## config.mk

```make
export PLATFORM = sky130hd
export DESIGN_NAME = fhr_regs
export DESIGN_NICKNAME = d
export VERILOG_FILES = /design/src/design/fhr_pkg.sv /design/src/design/fhr_pin_latch.sv /design/src/design/fhr_code_a.sv /design/src/design/fhr_regs.sv
export VERILOG_INCLUDE_DIRS = /design/src /design/src/design
export SDC_FILE = /design/constraint.sdc
export NUM_CORES = 1
export LEC_CHECK = 0
export BUFFER_PORTS_ARGS = -buffer_cell sky130_fd_sc_hd__buf_2
export CAP_MARGIN = 20
export CORE_ASPECT_RATIO = 1.1
export CORE_MARGIN = 2
export CORE_UTILIZATION = 30
export CTS_CLUSTER_SIZE = 16
export DETAILED_ROUTE_END_ITERATION = 8
export PLACE_DENSITY = 0.55
export SYNTH_ARGS = -nofsm -noshare
export SYNTH_HDL_FRONTEND = slang
export SYNTH_SLANG_ARGS = --single-unit
```

## constraint.sdc

```tcl
create_clock -name i_sys_clk -period 3.4 [get_ports i_sys_clk]
set_input_delay 0.68 -clock i_sys_clk [delete_from_list [all_inputs] [get_ports i_sys_clk]]
set_output_delay 0.68 -clock i_sys_clk [all_outputs]
set_load 0.01 [all_outputs]
```

## src/design/fhr_consts.svh

```systemverilog
// Offsets, field positions and reset values of the floppy host register set
`ifndef FHR_CONSTS_SVH
`define FHR_CONSTS_SVH

`define FHR_OFF_STAT_A      3'h0
`define FHR_OFF_STAT_B      3'h1
`define FHR_OFF_DRV_OUT     3'h2
`define FHR_OFF_TAPE        3'h3
`define FHR_OFF_MAIN_RATE   3'h4
`define FHR_OFF_DATA        3'h5
`define FHR_OFF_DIAG_CTRL   3'h7

`define FHR_DO_DSEL_LO      0
`define FHR_DO_DSEL_HI      1
`define FHR_DO_CTRL_RUN     2
`define FHR_DO_DMA_EN       3
`define FHR_DO_MOTOR_A      4
`define FHR_DO_MOTOR_B      5
`define FHR_DO_MOTOR_C      6
`define FHR_DO_MOTOR_D      7

`define FHR_DR_SW_RESET     7
`define FHR_DR_POWER_DOWN   6
`define FHR_DR_PRE_HI       4
`define FHR_DR_PRE_LO       2
`define FHR_CC_NO_CODE_A   2

`define FHR_RATE_RESET      2'h2
`define FHR_PRE_RESET       3'h0
`define FHR_BYTE_ZERO       8'h00
`define FHR_BYTE_ONES       8'hFF

`define FHR_PRE_DEFAULT     3'h0
`define FHR_PRE_OFF         3'h7
`define FHR_PRE_STEP_PS     41670
`define FHR_PRE_DEF_LOW_PS  125000
`define FHR_PRE_DEF_1M_PS   41670
`define FHR_PRE_DEF_2M_PS   20800
`define FHR_PRE_DEF_CODE    3'h3
`define FHR_PRE_DEF_1M_CODE 3'h1

`define FHR_TAPE_RATE_2M    2'h2
`define FHR_RATE_1M         2'h3
`define FHR_RATE_500K       2'h0

`endif

```

## src/design/fhr_pkg.sv

```systemverilog
// Types shared by the floppy host register set
package fhr_pkg;

    typedef enum logic [1:0] {
        FHR_MODE_BASIC,
        FHR_MODE_SYS_A,
        FHR_MODE_SYS_B
    } fhr_mode_t;

    typedef struct packed {
        logic write_data_pin_n;
        logic read_data_pin_n;
        logic write_gate_pin_n;
        logic step_pin_n;
        logic motor_a_on_n;
        logic motor_b_on_n;
        logic select_drive_a_n;
        logic select_drive_b_n;
        logic select_drive_c_n;
        logic select_drive_d_n;
        logic head_sel_n;
        logic dir_inward;
        logic write_protect_n;
        logic track0_n;
        logic index_n;
        logic disk_changed_n;
        logic second_drive_present_n;
        logic irq;
        logic drq;
    } fhr_pins_t;

    typedef struct packed {
        logic       three_mode_enable;
        logic [7:0] chip_config_7;
        logic [3:0] chip_config_8;
        logic [1:0] tape_rate;
    } fhr_cfg_t;

    typedef struct packed {
        logic [1:0] rate_code;
        logic [2:0] code_a_code;
        logic       reduced_write_current_n;
        logic       power_down;
        logic       fifo_enable;
    } fhr_ctrl_t;

endpackage

```

## src/design/fhr_pin_latch.sv

```systemverilog
// Toggle and latch cells that watch drive interface pins
`timescale 1ns/1ps
`default_nettype none
module fhr_pin_latch
    import fhr_pkg::*;
(
    input  wire logic i_sys_clk,
    input  wire logic i_rst_n,
    input  wire logic i_clear,
    input  wire logic i_wd_n,
    input  wire logic i_rd_n,
    input  wire logic i_wg_n,
    input  wire logic i_step_n,
    output logic      o_wd_toggle,
    output logic      o_rd_toggle,
    output logic      o_wd_latch,
    output logic      o_rd_latch,
    output logic      o_wg_latch,
    output logic      o_step_latch
);
    typedef struct packed {
        logic wd_prev;
        logic rd_prev;
        logic wd_tog;
        logic rd_tog;
        logic wd_lat;
        logic rd_lat;
        logic wg_lat;
        logic step_lat;
    } fhr_latch_st_t;

    fhr_latch_st_t st_q;
    fhr_latch_st_t st_d;

    always_comb begin
        st_d         = st_q;
        st_d.wd_prev = i_wd_n;
        st_d.rd_prev = i_rd_n;
        if (i_wd_n && !st_q.wd_prev) begin
            st_d.wd_tog = !st_q.wd_tog;
            st_d.wd_lat = 1'b1;
        end
        if (i_rd_n && !st_q.rd_prev) begin
            st_d.rd_tog = !st_q.rd_tog;
        end
        if (!i_rd_n) begin
            st_d.rd_lat = 1'b1;
        end
        if (!i_wg_n) begin
            st_d.wg_lat = 1'b1;
        end
        if (!i_step_n) begin
            st_d.step_lat = 1'b1;
        end
        if (i_clear) begin
            st_d.wd_lat   = 1'b0;
            st_d.rd_lat   = 1'b0;
            st_d.wg_lat   = 1'b0;
            st_d.step_lat = 1'b0;
        end
    end

    always_ff @(posedge i_sys_clk or negedge i_rst_n) begin
        if (!i_rst_n) begin
            st_q <= '{wd_prev: 1'b1, rd_prev: 1'b1, default: 1'b0};
        end else begin
            st_q <= st_d;
        end
    end

    assign o_wd_toggle  = st_q.wd_tog;
    assign o_rd_toggle  = st_q.rd_tog;
    assign o_wd_latch   = st_q.wd_lat;
    assign o_rd_latch   = st_q.rd_lat;
    assign o_wg_latch   = st_q.wg_lat;
    assign o_step_latch = st_q.step_lat;
endmodule
`default_nettype wire

```

## src/design/fhr_code_a.sv

```systemverilog
// Write precompensation delay selection from code and data rate
`include "fhr_consts.svh"
`timescale 1ns/1ps
`default_nettype none
module fhr_code_a
    import fhr_pkg::*;
(
    input  wire logic       i_sys_clk,
    input  wire logic       i_rst_n,
    input  wire logic [2:0] i_code,
    input  wire logic [1:0] i_rate,
    input  wire logic [1:0] i_tape_rate,
    output logic [2:0]      o_steps,
    output logic            o_half_step,
    output logic            o_enable
);
    typedef struct packed {
        logic [2:0] steps;
        logic       half;
        logic       en;
    } fhr_pc_st_t;

    fhr_pc_st_t st_q;
    fhr_pc_st_t st_d;
    logic       tape_2m;

    always_comb begin
        tape_2m  = (i_rate == 2'h1) && (i_tape_rate == `FHR_TAPE_RATE_2M);
        st_d     = st_q;
        st_d.half = tape_2m;
        st_d.en   = (i_code != `FHR_PRE_OFF);
        if (i_code == `FHR_PRE_OFF) begin
            st_d.steps = 3'h0;
        end else if (i_code != `FHR_PRE_DEFAULT) begin
            st_d.steps = i_code;
        end else if (tape_2m || i_rate == `FHR_RATE_1M) begin
            st_d.steps = `FHR_PRE_DEF_1M_CODE;
        end else begin
            st_d.steps = `FHR_PRE_DEF_CODE;
        end
    end

    always_ff @(posedge i_sys_clk or negedge i_rst_n) begin
        if (!i_rst_n) begin
            st_q <= '0;
        end else begin
            st_q <= st_d;
        end
    end

    assign o_steps     = st_q.steps;
    assign o_half_step = st_q.half;
    assign o_enable    = st_q.en;
endmodule
`default_nettype wire

```

## src/design/fhr_regs.sv

```systemverilog
// Host register set of the floppy controller
//
// Summary of operation
// - Mode B status A: bit1 high when write protected, bit0 high outward.
// - Mode A status B bit5 shows output register drive select bit 0.
// - Mode A status B bits 4/3 toggle on write/read data rising edges.
// - Mode A status B bits 2..0 show inverted write gate, motor B, motor A.
// - Mode B status B bit7 low with second drive; bits 6/5 show selects B/A.
// - Mode B status B bits 4..2 show inverted latched write/read data, gate.
// - Mode B status B bits 1/0 low when drive D/C selected.
// - Drive output register is write-only and cleared by master reset.
// - Tape register holds only bits 1:0 unless three-mode enabled.
// - Three-mode: bits 7:6 from config 8 bits 3:2, bits 3:2 from 1:0.
// - Tape bits 5:4 show config 7 pair of last selected drive.
// - Tape bits 1:0 pick tape drive 1..3, zero means none.
// - Effective rate is whichever rate write came last.
// - Rate register bit7 software reset, bit6 power-down.
// - Rate bits 4:2 select precompensation; 111 off, 000 default.
// - Default delay 125 ns below 1 MB/s, 41.67 at 1M, 20.8 at 2M.
// - Rate codes 00..11 give 500,300,250,1000 KB/s; reduced current 1,0,0,1.
// - Data port leaves reset with FIFO off; only configure enables it.
// - Basic mode input register drives bit7 only, others undriven.
// - Mode A input register: change, ones, rate, high-density flag.
// - Mode B input register: ~change, ones, DMA enable, no-code_a, rate.
// - Mode B status A bits 7/6 show interrupt/request, bit5 inverted latched step.
`include "fhr_consts.svh"
`timescale 1ns/1ps
`default_nettype none
module fhr_regs
    import fhr_pkg::*;
(
    input  wire logic       i_sys_clk,
    input  wire logic       i_rst_n,
    input  wire fhr_mode_t  i_mode,
    input  wire logic [2:0] i_addr,
    input  wire logic       i_rd_en,
    input  wire logic       i_wr_en,
    input  wire logic [7:0] i_wdata,
    input  wire fhr_pins_t  i_pins,
    input  wire fhr_cfg_t   i_cfg,
    input  wire logic [7:0] i_main_status,
    input  wire logic [7:0] i_data_rd,
    input  wire logic       i_fifo_cfg_wr,
    input  wire logic       i_fifo_cfg_en,
    output logic [7:0]      o_rdata,
    output logic [7:0]      o_rdata_oe,
    output logic            o_data_rd_stb,
    output logic            o_data_wr_stb,
    output logic [7:0]      o_data_wr,
    output logic [7:0]      o_drive_motor_output,
    output logic            o_ctrl_reset,
    output fhr_ctrl_t       o_ctrl,
    output logic [1:0]      o_tape_drive,
    output logic [2:0]      o_code_a_steps,
    output logic            o_code_a_half,
    output logic            o_code_a_en
);
    // ------------------------------------------------------------
    // State
    // ------------------------------------------------------------
    typedef struct packed {
        logic [7:0] dout;
        logic [1:0] tape_sel;
        logic [1:0] rate;
        logic [2:0] code_a;
        logic       power_down;
        logic       sw_reset;
        logic       no_code_a;
        logic       fifo_en;
        logic [7:0] rdata;
        logic [7:0] rdata_oe;
        logic [7:0] wr_data;
        logic       data_rd;
        logic       data_wr;
    } fhr_regs_st_t;

    fhr_regs_st_t st_q;
    fhr_regs_st_t st_d;

    logic       wd_tog;
    logic       rd_tog;
    logic       wd_lat;
    logic       rd_lat;
    logic       wg_lat;
    logic       step_lat;
    logic [7:0] stat_a;
    logic [7:0] stat_b;
    logic [7:0] tape_rd;
    logic [7:0] diag_rd;
    logic [1:0] dtype;
    logic       rd_stat_a;

    // ------------------------------------------------------------
    // Pin watchers and precompensation
    // ------------------------------------------------------------
    assign rd_stat_a = i_rd_en && (i_addr == `FHR_OFF_STAT_A);

    fhr_pin_latch u_latch (
        .i_sys_clk    (i_sys_clk),
        .i_rst_n      (i_rst_n),
        .i_clear      (!st_q.dout[`FHR_DO_CTRL_RUN]),
        .i_wd_n       (i_pins.write_data_pin_n),
        .i_rd_n       (i_pins.read_data_pin_n),
        .i_wg_n       (i_pins.write_gate_pin_n),
        .i_step_n     (i_pins.step_pin_n),
        .o_wd_toggle  (wd_tog),
        .o_rd_toggle  (rd_tog),
        .o_wd_latch   (wd_lat),
        .o_rd_latch   (rd_lat),
        .o_wg_latch   (wg_lat),
        .o_step_latch (step_lat)
    );

    fhr_code_a u_code_a (
        .i_sys_clk   (i_sys_clk),
        .i_rst_n     (i_rst_n),
        .i_code      (st_q.code_a),
        .i_rate      (st_q.rate),
        .i_tape_rate (i_cfg.tape_rate),
        .o_steps     (o_code_a_steps),
        .o_half_step (o_code_a_half),
        .o_enable    (o_code_a_en)
    );

    // ------------------------------------------------------------
    // Read views
    // ------------------------------------------------------------
    always_comb begin
        // Status A
        if (i_mode == FHR_MODE_SYS_B) begin
            stat_a = {i_pins.irq, i_pins.drq, !step_lat,
                      !i_pins.track0_n, i_pins.head_sel_n, !i_pins.index_n,
                      !i_pins.write_protect_n,
                      !i_pins.dir_inward};
        end else begin
            stat_a = {i_pins.irq, i_pins.second_drive_present_n, !i_pins.step_pin_n,
                      i_pins.track0_n, !i_pins.head_sel_n, i_pins.index_n,
                      i_pins.write_protect_n, i_pins.dir_inward};
        end
        // Status B
        if (i_mode == FHR_MODE_SYS_B) begin
            stat_b = {i_pins.second_drive_present_n,
                      i_pins.select_drive_b_n, i_pins.select_drive_a_n,
                      !wd_lat, !rd_lat, !wg_lat,
                      i_pins.select_drive_d_n, i_pins.select_drive_c_n};
        end else begin
            stat_b = {2'b11, st_q.dout[`FHR_DO_DSEL_LO],
                      wd_tog, rd_tog,
                      !i_pins.write_gate_pin_n, !i_pins.motor_b_on_n,
                      !i_pins.motor_a_on_n};
        end
        // Tape and media
        unique case (st_q.dout[`FHR_DO_DSEL_HI:`FHR_DO_DSEL_LO])
            2'h0:    dtype = i_cfg.chip_config_7[1:0];
            2'h1:    dtype = i_cfg.chip_config_7[3:2];
            2'h2:    dtype = i_cfg.chip_config_7[5:4];
            default: dtype = i_cfg.chip_config_7[7:6];
        endcase
        if (i_cfg.three_mode_enable) begin
            tape_rd = {i_cfg.chip_config_8[3:2], dtype,
                       i_cfg.chip_config_8[1:0], st_q.tape_sel};
        end else begin
            tape_rd = {6'h00, st_q.tape_sel};
        end
        // Diagnostic input
        unique case (i_mode)
            FHR_MODE_SYS_A: diag_rd = {!i_pins.disk_changed_n, 4'hF,
                                       st_q.rate,
                                       !(st_q.rate == `FHR_RATE_500K ||
                                         st_q.rate == `FHR_RATE_1M)};
            FHR_MODE_SYS_B: diag_rd = {i_pins.disk_changed_n, 3'h7,
                                       st_q.dout[`FHR_DO_DMA_EN],
                                       st_q.no_code_a, st_q.rate};
            default:        diag_rd = {!i_pins.disk_changed_n, 7'h00};
        endcase
    end

    // ------------------------------------------------------------
    // Bus decode and register updates
    // ------------------------------------------------------------
    always_comb begin
        st_d          = st_q;
        st_d.data_rd  = 1'b0;
        st_d.data_wr  = 1'b0;
        st_d.sw_reset = 1'b0;
        if (i_fifo_cfg_wr) begin
            st_d.fifo_en = i_fifo_cfg_en;
        end
        if (i_wr_en) begin
            unique case (i_addr)
                `FHR_OFF_DRV_OUT: st_d.dout = i_wdata;
                `FHR_OFF_TAPE:    st_d.tape_sel = i_wdata[1:0];
                `FHR_OFF_MAIN_RATE: begin
                    st_d.rate       = i_wdata[1:0];
                    st_d.code_a    = i_wdata[`FHR_DR_PRE_HI:`FHR_DR_PRE_LO];
                    st_d.power_down = i_wdata[`FHR_DR_POWER_DOWN];
                    st_d.sw_reset   = i_wdata[`FHR_DR_SW_RESET];
                end
                `FHR_OFF_DATA: begin
                    st_d.data_wr = 1'b1;
                    st_d.wr_data = i_wdata;
                end
                `FHR_OFF_DIAG_CTRL: begin
                    st_d.rate = i_wdata[1:0];
                    if (i_mode == FHR_MODE_SYS_B) begin
                        st_d.no_code_a = i_wdata[`FHR_CC_NO_CODE_A];
                    end
                end
                default: ;
            endcase
        end
        st_d.rdata    = `FHR_BYTE_ZERO;
        st_d.rdata_oe = `FHR_BYTE_ZERO;
        if (i_rd_en) begin
            st_d.rdata_oe = `FHR_BYTE_ONES;
            unique case (i_addr)
                `FHR_OFF_STAT_A:    st_d.rdata = stat_a;
                `FHR_OFF_STAT_B:    st_d.rdata = stat_b;
                `FHR_OFF_TAPE:      st_d.rdata = tape_rd;
                `FHR_OFF_MAIN_RATE: st_d.rdata = i_main_status;
                `FHR_OFF_DATA: begin
                    st_d.rdata   = i_data_rd;
                    st_d.data_rd = 1'b1;
                end
                `FHR_OFF_DIAG_CTRL: begin
                    st_d.rdata = diag_rd;
                    if (i_mode == FHR_MODE_BASIC) begin
                        st_d.rdata_oe = 8'h80;
                    end
                end
                default: st_d.rdata_oe = `FHR_BYTE_ZERO;
            endcase
            if (rd_stat_a && i_mode == FHR_MODE_BASIC) begin
                st_d.rdata_oe = `FHR_BYTE_ZERO;
            end
        end
        if (st_q.sw_reset) begin
            st_d.fifo_en = 1'b0;
        end
    end

    always_ff @(posedge i_sys_clk or negedge i_rst_n) begin
        if (!i_rst_n) begin
            st_q <= '{rate: `FHR_RATE_RESET, code_a: `FHR_PRE_RESET,
                      default: '0};
        end else begin
            st_q <= st_d;
        end
    end

    // ------------------------------------------------------------
    // Outputs
    // ------------------------------------------------------------
    assign o_rdata                        = st_q.rdata;
    assign o_rdata_oe                     = st_q.rdata_oe;
    assign o_data_rd_stb                  = st_q.data_rd;
    assign o_data_wr_stb                  = st_q.data_wr;
    assign o_data_wr                      = st_q.wr_data;
    assign o_drive_motor_output           = st_q.dout;
    assign o_ctrl_reset                   = !st_q.dout[`FHR_DO_CTRL_RUN] || st_q.sw_reset;
    assign o_ctrl.rate_code               = st_q.rate;
    assign o_ctrl.code_a_code            = st_q.code_a;
    assign o_ctrl.reduced_write_current_n = (st_q.rate == `FHR_RATE_500K) ||
                                            (st_q.rate == `FHR_RATE_1M);
    assign o_ctrl.power_down              = st_q.power_down;
    assign o_ctrl.fifo_enable             = st_q.fifo_en;
    assign o_tape_drive                   = st_q.tape_sel;
endmodule
`default_nettype wire

```

## Word-level counts from Yosys, hierarchy flattened

Index checks and enable logic that the tools add are counted.

| storage, ports and cells | value |
|---|---|
| register bits | 58 |
| bits in latches | 0 |
| bits in writable memories | 0 |
| bits in read-only memories | 0 |
| bits of input ports | 69 |
| output and inout port bits | 50 |
| logic and storage cells | 112 |
| memories kept | 0 |

| operators by class | value |
|---|---|
| $add $sub $neg | 0 |
| $mul | 0 |
| div/mod/pow operators | 0 |
| $lt $le $gt $ge | 0 |
| equality and inequality tests | 19 |
| shift-type cells | 0 |
| mux-type cells | 27 |
| bitwise operators | 0 |
| reductions and logical operators | 42 |

Operators with widths:

| kind | number |
|---|---|
| 8-bit case mux with 6 select lines | 1 |
| 8-bit case mux with 2 select lines | 2 |
| 8-bit two-way mux | 3 |
| 1-bit zero test | 20 |
| 16-bit two-way mux | 1 |
| 7-bit two-way mux | 2 |
| 3-bit == test, second input constant | 4 |
| 1-bit two-way mux | 12 |
| 2-bit AND reduction | 5 |
| 2-bit == test, second input constant | 4 |
| 2-bit by 1-bit == test with 1-bit output, second input constant | 3 |
| 3-bit by 2-bit == test with 1-bit output, second input constant | 2 |
| 2-bit zero test | 3 |
| 3-bit two-way mux | 2 |
| 2-bit inequality test, second input constant | 3 |
| 2-bit case mux with 3 select lines | 1 |
| 1-bit logical AND | 5 |
| 5-bit OR reduction | 1 |
| 2-bit two-way mux | 2 |
| 4-bit two-way mux | 1 |
| 3-bit by 1-bit == test with 1-bit output, second input constant | 1 |
| 3-bit zero test | 1 |
| 1-bit logical OR | 3 |
| 3-bit inequality test, second input constant | 1 |
| 5 further kinds | 5 |

## Depth between registers and ports, before layout

Gate-level depths: netlist (run 1).

| logic depth | value |
|---|---|
| depth in word-level cells | 6 |
| mapped depth | 7 |
| gate-level depth less buffers | 6 |

## Hierarchy

From an unflattened synthesis (run 1), not the netlist that was laid out.

| second synthesis, totals | value |
|---|---|
| cell total of the unflattened synthesis | 269 |
| area, all modules | 2909.0 um^2 |

By module, submodules not included:

| module | instances | cells each | area an instance (um^2) |
|---|---|---|---|
| fhr_regs | 1 | 234 | 2442.3 |
| fhr_pin_latch | 1 | 20 | 275.3 |
| fhr_code_a | 1 | 15 | 191.4 |

## Least setup slack after synthesis (run 1)

Ideal clock, no wire load.

| path | value |
|---|---|
| kind | input to register |
| from | in i_mode[0] |
| to | reg st_q, in the netlist o_rdata[6] |
| arrival | 1772 ps |
| required time | 3263 ps |
| setup slack | 1491 ps |
| stages on the path | 7 |
| cell sequence | inv_1 > ha_1 > buf_4 > mux2i_1 > o22ai_1 > a222oi_1 > nor2_1 |

RTL lines:

| what | RTL line | source |
|---|---|---|
| from (decl) | fhr_regs.sv:34 | `input wire fhr_mode_t i_mode,` |
| to (signal assigned) | fhr_regs.sv:244 | `` st_q <= '{rate: `FHR_RATE_RESET, code_a: `FHR_PRE_RESET, `` |
| to (signal assigned) | fhr_regs.sv:247 | `st_q <= st_d;` |
| to (decl) | fhr_regs.sv:77 | `fhr_regs_st_t st_q;` |

==> results of run 1 <==
[where the power goes]
group / switching, W / internal, W / leakage [nW]
Sequential: 0.0000846 / 0.000730 / 0.639
Clock: 0.000232 / 0.000151 / 0.0487
Combinational: 0.000230 / 0.000208 / 0.967
[per-layer routing]
layer	up-vias	part of all wire (%)	track usage (%)
li1	1054	-	-
met1	1090	44	19.01
met2	86	48	23.86
met3	10	6.1	3.052
met4	0	1.5	4.305
met5	-	0	0
[Yosys cell counts, types with 2 or more instances]
| cell type | n | share of area, % |
|---|---|---|
| sky130_fd_sc_hd__inv_2 | 3 | 0.38 |
| sky130_fd_sc_hd__nor2_1 | 9 | 1.1 |
| sky130_fd_sc_hd__mux2i_1 | 8 | 2.7 |
| sky130_fd_sc_hd__buf_2 | 4 | 0.68 |
| sky130_fd_sc_hd__xor2_1 | 3 | 0.89 |
| sky130_fd_sc_hd__nor2_2 | 2 | 0.43 |
| sky130_fd_sc_hd__mux4_2 | 2 | 1.5 |
| sky130_fd_sc_hd__nand2b_1 | 4 | 0.85 |
| sky130_fd_sc_hd__nand2_2 | 2 | 0.43 |
| sky130_fd_sc_hd__a22oi_1 | 5 | 1.3 |
| sky130_fd_sc_hd__nand2_1 | 14 | 1.8 |
| sky130_fd_sc_hd__buf_4 | 44 | 11 |
| sky130_fd_sc_hd__o21a_1 | 2 | 0.51 |
| sky130_fd_sc_hd__xnor2_1 | 2 | 0.60 |
| sky130_fd_sc_hd__ha_1 | 5 | 2.1 |
| sky130_fd_sc_hd__nor2b_1 | 7 | 1.5 |
| sky130_fd_sc_hd__mux2_1 | 25 | 9.6 |
| sky130_fd_sc_hd__nor3_1 | 4 | 0.68 |
| sky130_fd_sc_hd__buf_6 | 2 | 0.77 |
| sky130_fd_sc_hd__a21oi_1 | 6 | 1.0 |
| sky130_fd_sc_hd__o21ai_0 | 4 | 0.68 |
| sky130_fd_sc_hd__a21boi_0 | 4 | 1.0 |
| sky130_fd_sc_hd__o21ai_1 | 2 | 0.34 |
| sky130_fd_sc_hd__a32oi_1 | 2 | 0.60 |
| sky130_fd_sc_hd__nor2_4 | 2 | 0.77 |
| sky130_fd_sc_hd__inv_1 | 8 | 1.0 |
| sky130_fd_sc_hd__a31oi_1 | 7 | 1.5 |
| sky130_fd_sc_hd__dfstp_2 | 3 | 2.7 |
| sky130_fd_sc_hd__and2_1 | 3 | 0.64 |
| sky130_fd_sc_hd__o22ai_1 | 3 | 0.64 |
| sky130_fd_sc_hd__nand3_1 | 7 | 1.2 |
| sky130_fd_sc_hd__o2bb2ai_1 | 3 | 0.89 |
| sky130_fd_sc_hd__dfrtp_1 | 49 | 42 |
[final cells by class]
| class | count | area (µm²) | area share (%) |
|---|---|---|---|
| clock inverters | 3 | 26.28 | 0.7689 |
| clock buffers | 5 | 68.82 | 2.014 |
| multi-input cells | 156 | 1224 | 35.81 |
| inverters | 11 | 41.29 | 1.208 |
| flip-flops and latches | 52 | 1305 | 38.19 |
| repair buffers | 120 | 605.6 | 17.72 |
| well taps | 117 | 146.4 | 4.284 |
[cells in the final DEF, fill, tap and decap left out, types with 3 or more instances in the layout]
cell and instances:
sky130_fd_sc_hd__xor2_1 3, sky130_fd_sc_hd__nor2b_1 7, sky130_fd_sc_hd__dfrtp_1 49, sky130_fd_sc_hd__clkbuf_8 5, sky130_fd_sc_hd__nor2_1 9, sky130_fd_sc_hd__a21boi_0 4
sky130_fd_sc_hd__buf_2 118, sky130_fd_sc_hd__nand3_1 7, sky130_fd_sc_hd__mux2i_1 8, sky130_fd_sc_hd__o2bb2ai_1 3, sky130_fd_sc_hd__inv_2 3, sky130_fd_sc_hd__mux2_1 25
sky130_fd_sc_hd__and2_1 3, sky130_fd_sc_hd__a21oi_1 6, sky130_fd_sc_hd__o21ai_0 4, sky130_fd_sc_hd__nand2b_1 4, sky130_fd_sc_hd__dfstp_2 3, sky130_fd_sc_hd__nor3_1 4
sky130_fd_sc_hd__inv_1 8, sky130_fd_sc_hd__a22oi_1 5, sky130_fd_sc_hd__a31oi_1 7, sky130_fd_sc_hd__nand2_1 14, sky130_fd_sc_hd__o22ai_1 3, sky130_fd_sc_hd__ha_1 5
[registers in the layout, indices dropped and copies added, names as in the netlist]
register and cells:
o_ctrl 7, o_data_rd_stb 1, o_data_wr 8, o_data_wr_stb 1, o_drive_motor_output 8, o_rdata 8
o_rdata_oe 2, o_tape_drive 2, st_q 2, u_code_a.o_enable 1, u_code_a.o_half_step 1, u_code_a.o_steps 3
u_latch.o_rd_latch 1, u_latch.o_rd_toggle 1, u_latch.o_step_latch 1, u_latch.o_wd_latch 1, u_latch.o_wd_toggle 1, u_latch.o_wg_latch 1
u_latch.st_q 2
[worst reg2reg max path: cells and delay by family (launching register included)]
family | cells | cell delay [ps]
flops | 1 | 580
compound gates | 3 | 550
fa+ha+maj | 1 | 280
buf+inv | 2 | 130
[cells by family after synthesis]
kind of cell             share of synthesized area (%)
buffers and inverters                            14.07
AO/OA/AOI/OAI                                    12.88
multiplexers                                     14.20
XOR/XNOR                                         1.488
adder cells (fa/ha/maj)                          2.126
flip-flops                                       44.35
AND/OR/NAND/NOR                                  10.88
[metrics by stage]
step / cells / hold WS, ps / utilization, %
after floorplan: 269 / 384.4 / -
after global routing: 464 / 287.4 / 36.18
final: 464 / 270.3 / 36.18
after global placement: 456 / 412.8 / 35.17
after detailed placement: 456 / 415.3 / 35.17
after CTS: 464 / 275.8 / 36.18
[worst min path at each step]
stage / depth (start not counted) / startpoint / endpoint / slack [ps]
after floorplan: 0 / i_rst_n / o_ctrl[0] / 380
after global placement: 1 / st_q[28] / o_ctrl[0] / 410
after detailed placement: 1 / st_q[28] / o_ctrl[0] / 420
after CTS: 1 / i_rst_n / o_data_wr[6] / 280
after global routing: 1 / i_rst_n / o_ctrl[1] / 290
final: 1 / i_rst_n / o_data_wr[7] / 270
==> summary by stage, run 1 <==
Setup path
The data required time of the critical path is 3580 ps. The master of the slowest instance on the critical path is sky130_fd_sc_hd__ha_1. In this run the critical register-to-register path is captured at o_rdata[0]. The type of the setup path with the least slack is input port to flip-flop.

On the worst path, the slowest cell contributes a delay of 660 ps. Tracing the worst setup path back leads to its startpoint at i_mode[0]. Broken down by cell family, the worst path's largest delay share belongs to adder cells. The worst path buffer plus inverter count is 3. In this run the worst path has a maximum fanout of 18. The worst register-to-register path has a depth of 6.

In this run the number of cells on the critical path is 8. The worst register-to-register path has a setup slack of 1770 ps. The signal on the critical path passes through buf_2 -> inv_1 -> ha_1 -> buf_4 -> nand2b_1 -> o2bb2ai_1 -> a222oi_1 -> nor2_1. The source of the worst register-to-register timing path is o_ctrl[7]. The arrival time at the worst endpoint is approximately 2300 ps. The startpoint class of the critical path is an input port.

The worst setup path is captured at a flip-flop. The last element of the critical path is o_rdata[6].

Timing
The highest attainable clock frequency is 474.1 MHz. Setup violations remaining at the end of the flow were counted as 0. The clock period minus final worst setup slack is 2109 ps.

The max-slew violation total from the final report is 0. The final number of hold-violating endpoints was 0. The clock arrives with 10.58 ps of skew. The worst slew margin relative to its limit is 48.24%. The final critical path takes up 62.04% of the cycle. Adding up every negative setup slack in the final design gives 0 ps. Setup slack on the critical path of the routed design comes to between 1000 and 1500 ps. Setup repair after global routing left no endpoint under its margin. The actual slew at the worst max-slew pin is 776.4 ps.

Synthesis
Synthesis instantiated 52 different standard cells from the library. The Yosys step of the flow raised 0 warnings. The part of the Yosys area used for sequential elements is roughly 44%.

In this run, synthesis inferred 0 flip-flops with an integrated enable. The synthesized netlist occupies a cell area of 0.002943 mm². The number of instances in the synthesized netlist is 269. The most used flip-flop cell after synthesis is sky130_fd_sc_hd__dfrtp_1. The synthesized flop and latch total is 52.

The number of nets in the synthesized netlist is 343. A synthesized cell averages 10.94 µm². The async set-reset flop share out of synthesis is 100.0%.

GRT
For this run, the total global-route usage over all layers was measured as between 10% and 20%. Global routing finished with a remaining overflow of 0. The first global-routing pass estimated between 10 and 15 mm of wire.

The number of antenna violations at the first check in global routing is 0. Entering global routing, the biggest net connects 36 pins. The via count of the first global-routing pass is 2,241.

Clock tree
The number of hold buffers added after CTS was 0. The later pin in the worst-skew pair is clocked with a latency of 320 ps. CTS saw 52 sinks. After clock tree synthesis, the clock-pin slew on the worst setup and hold paths is 110 ps. Once the clock tree was built, the setup fixing pass inserted 0 buffers. TritonCTS built the clock tree. In this run, CTS created clock tree buffers numbering 5. The library cell used as clock root buffer is sky130_fd_sc_hd__clkbuf_8. The maximum clock path buffer count is 2.

Gates resized during post-CTS repair numbered 0. The H-tree was split into 2 levels.

Drt
The routed via count is 2,240. The pre-antenna-repair detailed-routing pass consisted of 4 iterations. The remaining design rule violation count is 0. After detailed routing, the total wire length is ~7.7 mm. The detailed-route vias per instance is 4.828. After the first detailed-routing iteration, the DRC count stood at 89. After detailed routing, the average wire length per cell comes to 16.55 µm. The detail route stage leaves a number of antenna-violating nets equal to 0.

Pwr
The maximum resistive drop on vdd is roughly 0.19 mV. The leakage dissipation is 1.655 nW. The power after layout is 0.001636 W. The power density over the cells is ~480 mW/mm².

Cells and area
In the final layout, the share of cells above drive strength 1 is ~42%. From synthesis to final layout, the design area changed by 16.11%. At the end of the flow, the number of nets in the layout was 420.

The count of antenna diodes in the layout is 0. The number of fillers in the final layout is 999. The finished layout cell area is 0.003417 mm².

Die
The initialized floorplan defines 37 standard-cell rows. The area inside the core boundary is 0.009444 mm². The total I/O pin count is approximately 120. The floorplan die height is 107.9 µm. Measured along the x axis, the die boundary spans 98.44 µm. The area enclosed by the die boundary is 0.01062 mm². The effective utilization at floorplan is 31.16%.

Placed design
The wire-length estimate of the detail-placed layout is 5.870 mm. The worst slack after detailed placement is 940.0 ps. The total placed instance area is 0.003322 mm².

Input and output buffers added on the ports amount to 118. At the end of routability-driven placement, the weighted congestion stood at 0.8307.

Hold path
In this run the worst hold path is classified as input port to asynchronous set/reset pin.

Run
The max-cap violation count is 0.

Status
The run finished with clean final reports.
Power figures use the tool's default switching activity.
==> run 2, diff against run 1 <==
PLACE_DENSITY = 0.57   (was 0.55)
clock period = 1.72 ns   (was 3.4 ns; I/O delays follow)
==> summary by stage, run 2 (synthesized netlist as in run 1, its figures left out) <==
Drt
The length of the first detailed-routing pass in iterations is 4 (unchanged). The antenna violation net count after detailed routing is 0 (unchanged). The aggregate routed wire length is 7.948 mm (+3.5%). The post-detailed-route wirelength per cell is 16.73 µm (+1.1%). The routed via count is 2,246 (+0.27%).

The remaining design rule violation count was 0 (unchanged). The first-iteration detailed-routing DRC count is 125 (+40%). The detailed-route vias per instance is 4.728 (-2.1%).

Cells and area
The count of antenna diodes in the layout is 0 (unchanged). The register area is 0.001305 mm² (unchanged). The final instance count without filler cells is 475 (+2.4%). The top cell types in the final layout, fill and taps aside, are sky130_fd_sc_hd__buf_2, sky130_fd_sc_hd__dfrtp_1, sky130_fd_sc_hd__mux2_1. The layout overhead on the synthesized area is 20.71%.

The number of fillers in the final layout is 978 (-2.1%). The net total in the final layout came to 431 (+2.6%). The finished layout cell area is 0.003552 mm² (+4.0%). The multi-input logic area is 0.001236 mm² (+1.0%). The library cell used most frequently in the layout, excluding fill and tap cells, is sky130_fd_sc_hd__buf_2. The ratio of cells with drive above 1 in the final layout is 44.41% (+2.1 points).

Placed design
The port buffer count was 118 (unchanged). The total placed instance area was 0.003435 mm² (+3.4%). The routability congestion estimate from global placement is 0.8440 (+1.6%). The total half-perimeter wirelength after legalization and detailed placement is 6.044 mm (+3.0%). The number of cells after detailed placement is 466 (+2.2%).

Setup path
The data required time of the critical path is 1380 ps (-2200 ps). Walking the worst path, the cells encountered are inv_1 -> ha_4 -> buf_6. The worst setup path is captured at an output port. The type of the setup path with the least slack is flip-flop to output port.

The startpoint class of the critical path is a flip-flop. The biggest fanout along the worst timing path is 2 (-16). The worst path buffer plus inverter count is 2 (-1).

On the critical path, the stage with the largest delay is an instance of sky130_fd_sc_hd__dfstp_2. The arrival time at the worst endpoint is 1300 ps (-990 ps). The critical path's top delay family is flip-flops. The largest stage delay on the critical path is 540 ps (-120 ps).

Pwr
The power density over the cells came to 922.3 mW/mm² (+93%). The leakage dissipation was 1.722 nW (+4.1%). The maximum resistive drop on vdd came to 0.3326 mV (+79%).

Die
The area enclosed by the die boundary is 0.01062 mm² (unchanged). The area inside the core boundary is 0.009444 mm² (unchanged). The total I/O pin count is 119 (unchanged). The floorplan die height is 107.9 µm (unchanged). The effective utilization at floorplan is 31.16% (unchanged). The width of the die came to 98.44 µm (unchanged).

The number of standard-cell rows in the floorplan is 37 (unchanged).

Timing
After layout, the minimum clock period comes to around 1600 ps. The final number of hold-violating endpoints is 0 (unchanged). Setup repair after global routing left no endpoint under its margin.

The worst slew margin relative to its limit is 77.68% (+29 points). The period utilization is ~96%. The actual slew at the worst max-slew pin was 334.9 ps (-441.5 ps). The worst setup skew after layout was 6.342 ps (-4.237 ps). Static timing analysis puts the maximum clock frequency at 608.0 MHz.

The count of endpoints failing setup in the final report came to 0 (unchanged). The max-slew violation total from the final report is 0 (unchanged).

Clock tree
In this run the clock root is driven by a sky130_fd_sc_hd__clkbuf_8. The clock latency at the later pin of the worst-skew pair was 310 ps (about the same). The count of clock tree sinks came to 52 (unchanged).

The count of hold buffers inserted by post-cts repair is 0 (unchanged). TritonCTS built the clock tree. The maximum clock path buffer count is 2 (unchanged). The maximum level of the CTS H-tree came to 2 (unchanged). The number of clock buffers inserted by TritonCTS is 5 (unchanged). The clock-pin slew of the registers on the worst-case setup and hold paths came to 100 ps (about the same).

GRT
The via count of the first global-routing pass is 2,250 (+0.40%). The maximum number of pins on one net before global-route repair is 53 (+47%). The number of antenna violations at the first check in global routing is 0 (unchanged). The total global-route track usage is 15.11% (+0.69 points). The global route total overflow is 0 (unchanged). The wire length of the first global-routing pass was 12.36 mm (+3.8%).

Run
The max-cap violation count is 0 (unchanged).

Status
The run finished with clean final reports.

Hold path
The class of the tightest hold or removal check is input port to asynchronous set/reset pin.
run 2: changes by cell type in the layout (fill, tap and decap cells not counted), sizes merged:
cell,before,now
buf,120,131
run 2: cell type report:
cell class | count | share of cell area [%]
clock inverters | 3 | 0.6340
repair buffers | 131 | 20.61
flip-flops and latches | 52 | 36.74
multi-input cells | 156 | 34.80
well taps | 117 | 4.121
clock buffers | 5 | 1.937
inverters | 11 | 1.162
run 2: worst reg2reg max path: stages, from the launching register on:
cell	delay, ps
sky130_fd_sc_hd__dfstp_2	540
sky130_fd_sc_hd__inv_1	80
sky130_fd_sc_hd__ha_4	280
sky130_fd_sc_hd__inv_1	30
sky130_fd_sc_hd__a22oi_1	170
sky130_fd_sc_hd__o32a_1	170
sky130_fd_sc_hd__o22ai_1	70
run 2: what timing repair did:
item | in CTS | in global routing
resized for setup | 0 | 2
setup buffers | 1 | 0
endpoints found under the setup margin | 1 | 1
pin swaps | 0 | 0
run 2: power breakdown:
part           internal, W  leakage (nW)  total [W]  switching, W
clock network     0.000293        0.0485   0.000740      0.000446
logic             0.000459          1.03   0.000923      0.000464
registers          0.00144         0.639    0.00161      0.000170
run 2: worst paths after layout:
check	start	end	slack (ps)	depth (start not counted)
max reg2reg	o_ctrl[7]	o_rdata[0]	270	6
min reg2reg	st_q[28]	o_ctrl[0]	420	1
min	i_rst_n	u_latch.o_rd_latch	9	2
max in group asynchronous	i_rst_n	u_latch.st_q[7]	1410	2
min in group i_sys_clk	i_pins[18]	u_latch.st_q[7]	130	1
max	o_ctrl[7]	o_ctrl[2]	80	3
run 2: through the flow:
stage               worst slack, ps  hold slack, ps  util, %  setup TNS (ps)  power, W
finish                        75.16           8.640    37.61               0  0.003276
global placement             -11.40           367.5    36.37          -11.40  0.002526
detailed placement           -49.78           365.0    36.37          -49.78  0.002545
global route                  33.92           19.15    37.61               0  0.003500
CTS                           12.87           23.93    37.41               0  0.003303
floorplan                     147.1           48.41        -               0  0.002284
run 2: metal layers:
| metal | up-vias | GRT usage [%] | share of wire (%) |
|---|---|---|---|
| met5 | - | 0 | 0 |
| met4 | 0 | 4.110 | 1.4 |
| met3 | 8 | 2.857 | 5.3 |
| met2 | 76 | 24.49 | 48 |
| met1 | 1082 | 20.71 | 45 |
| li1 | 1080 | - | - |
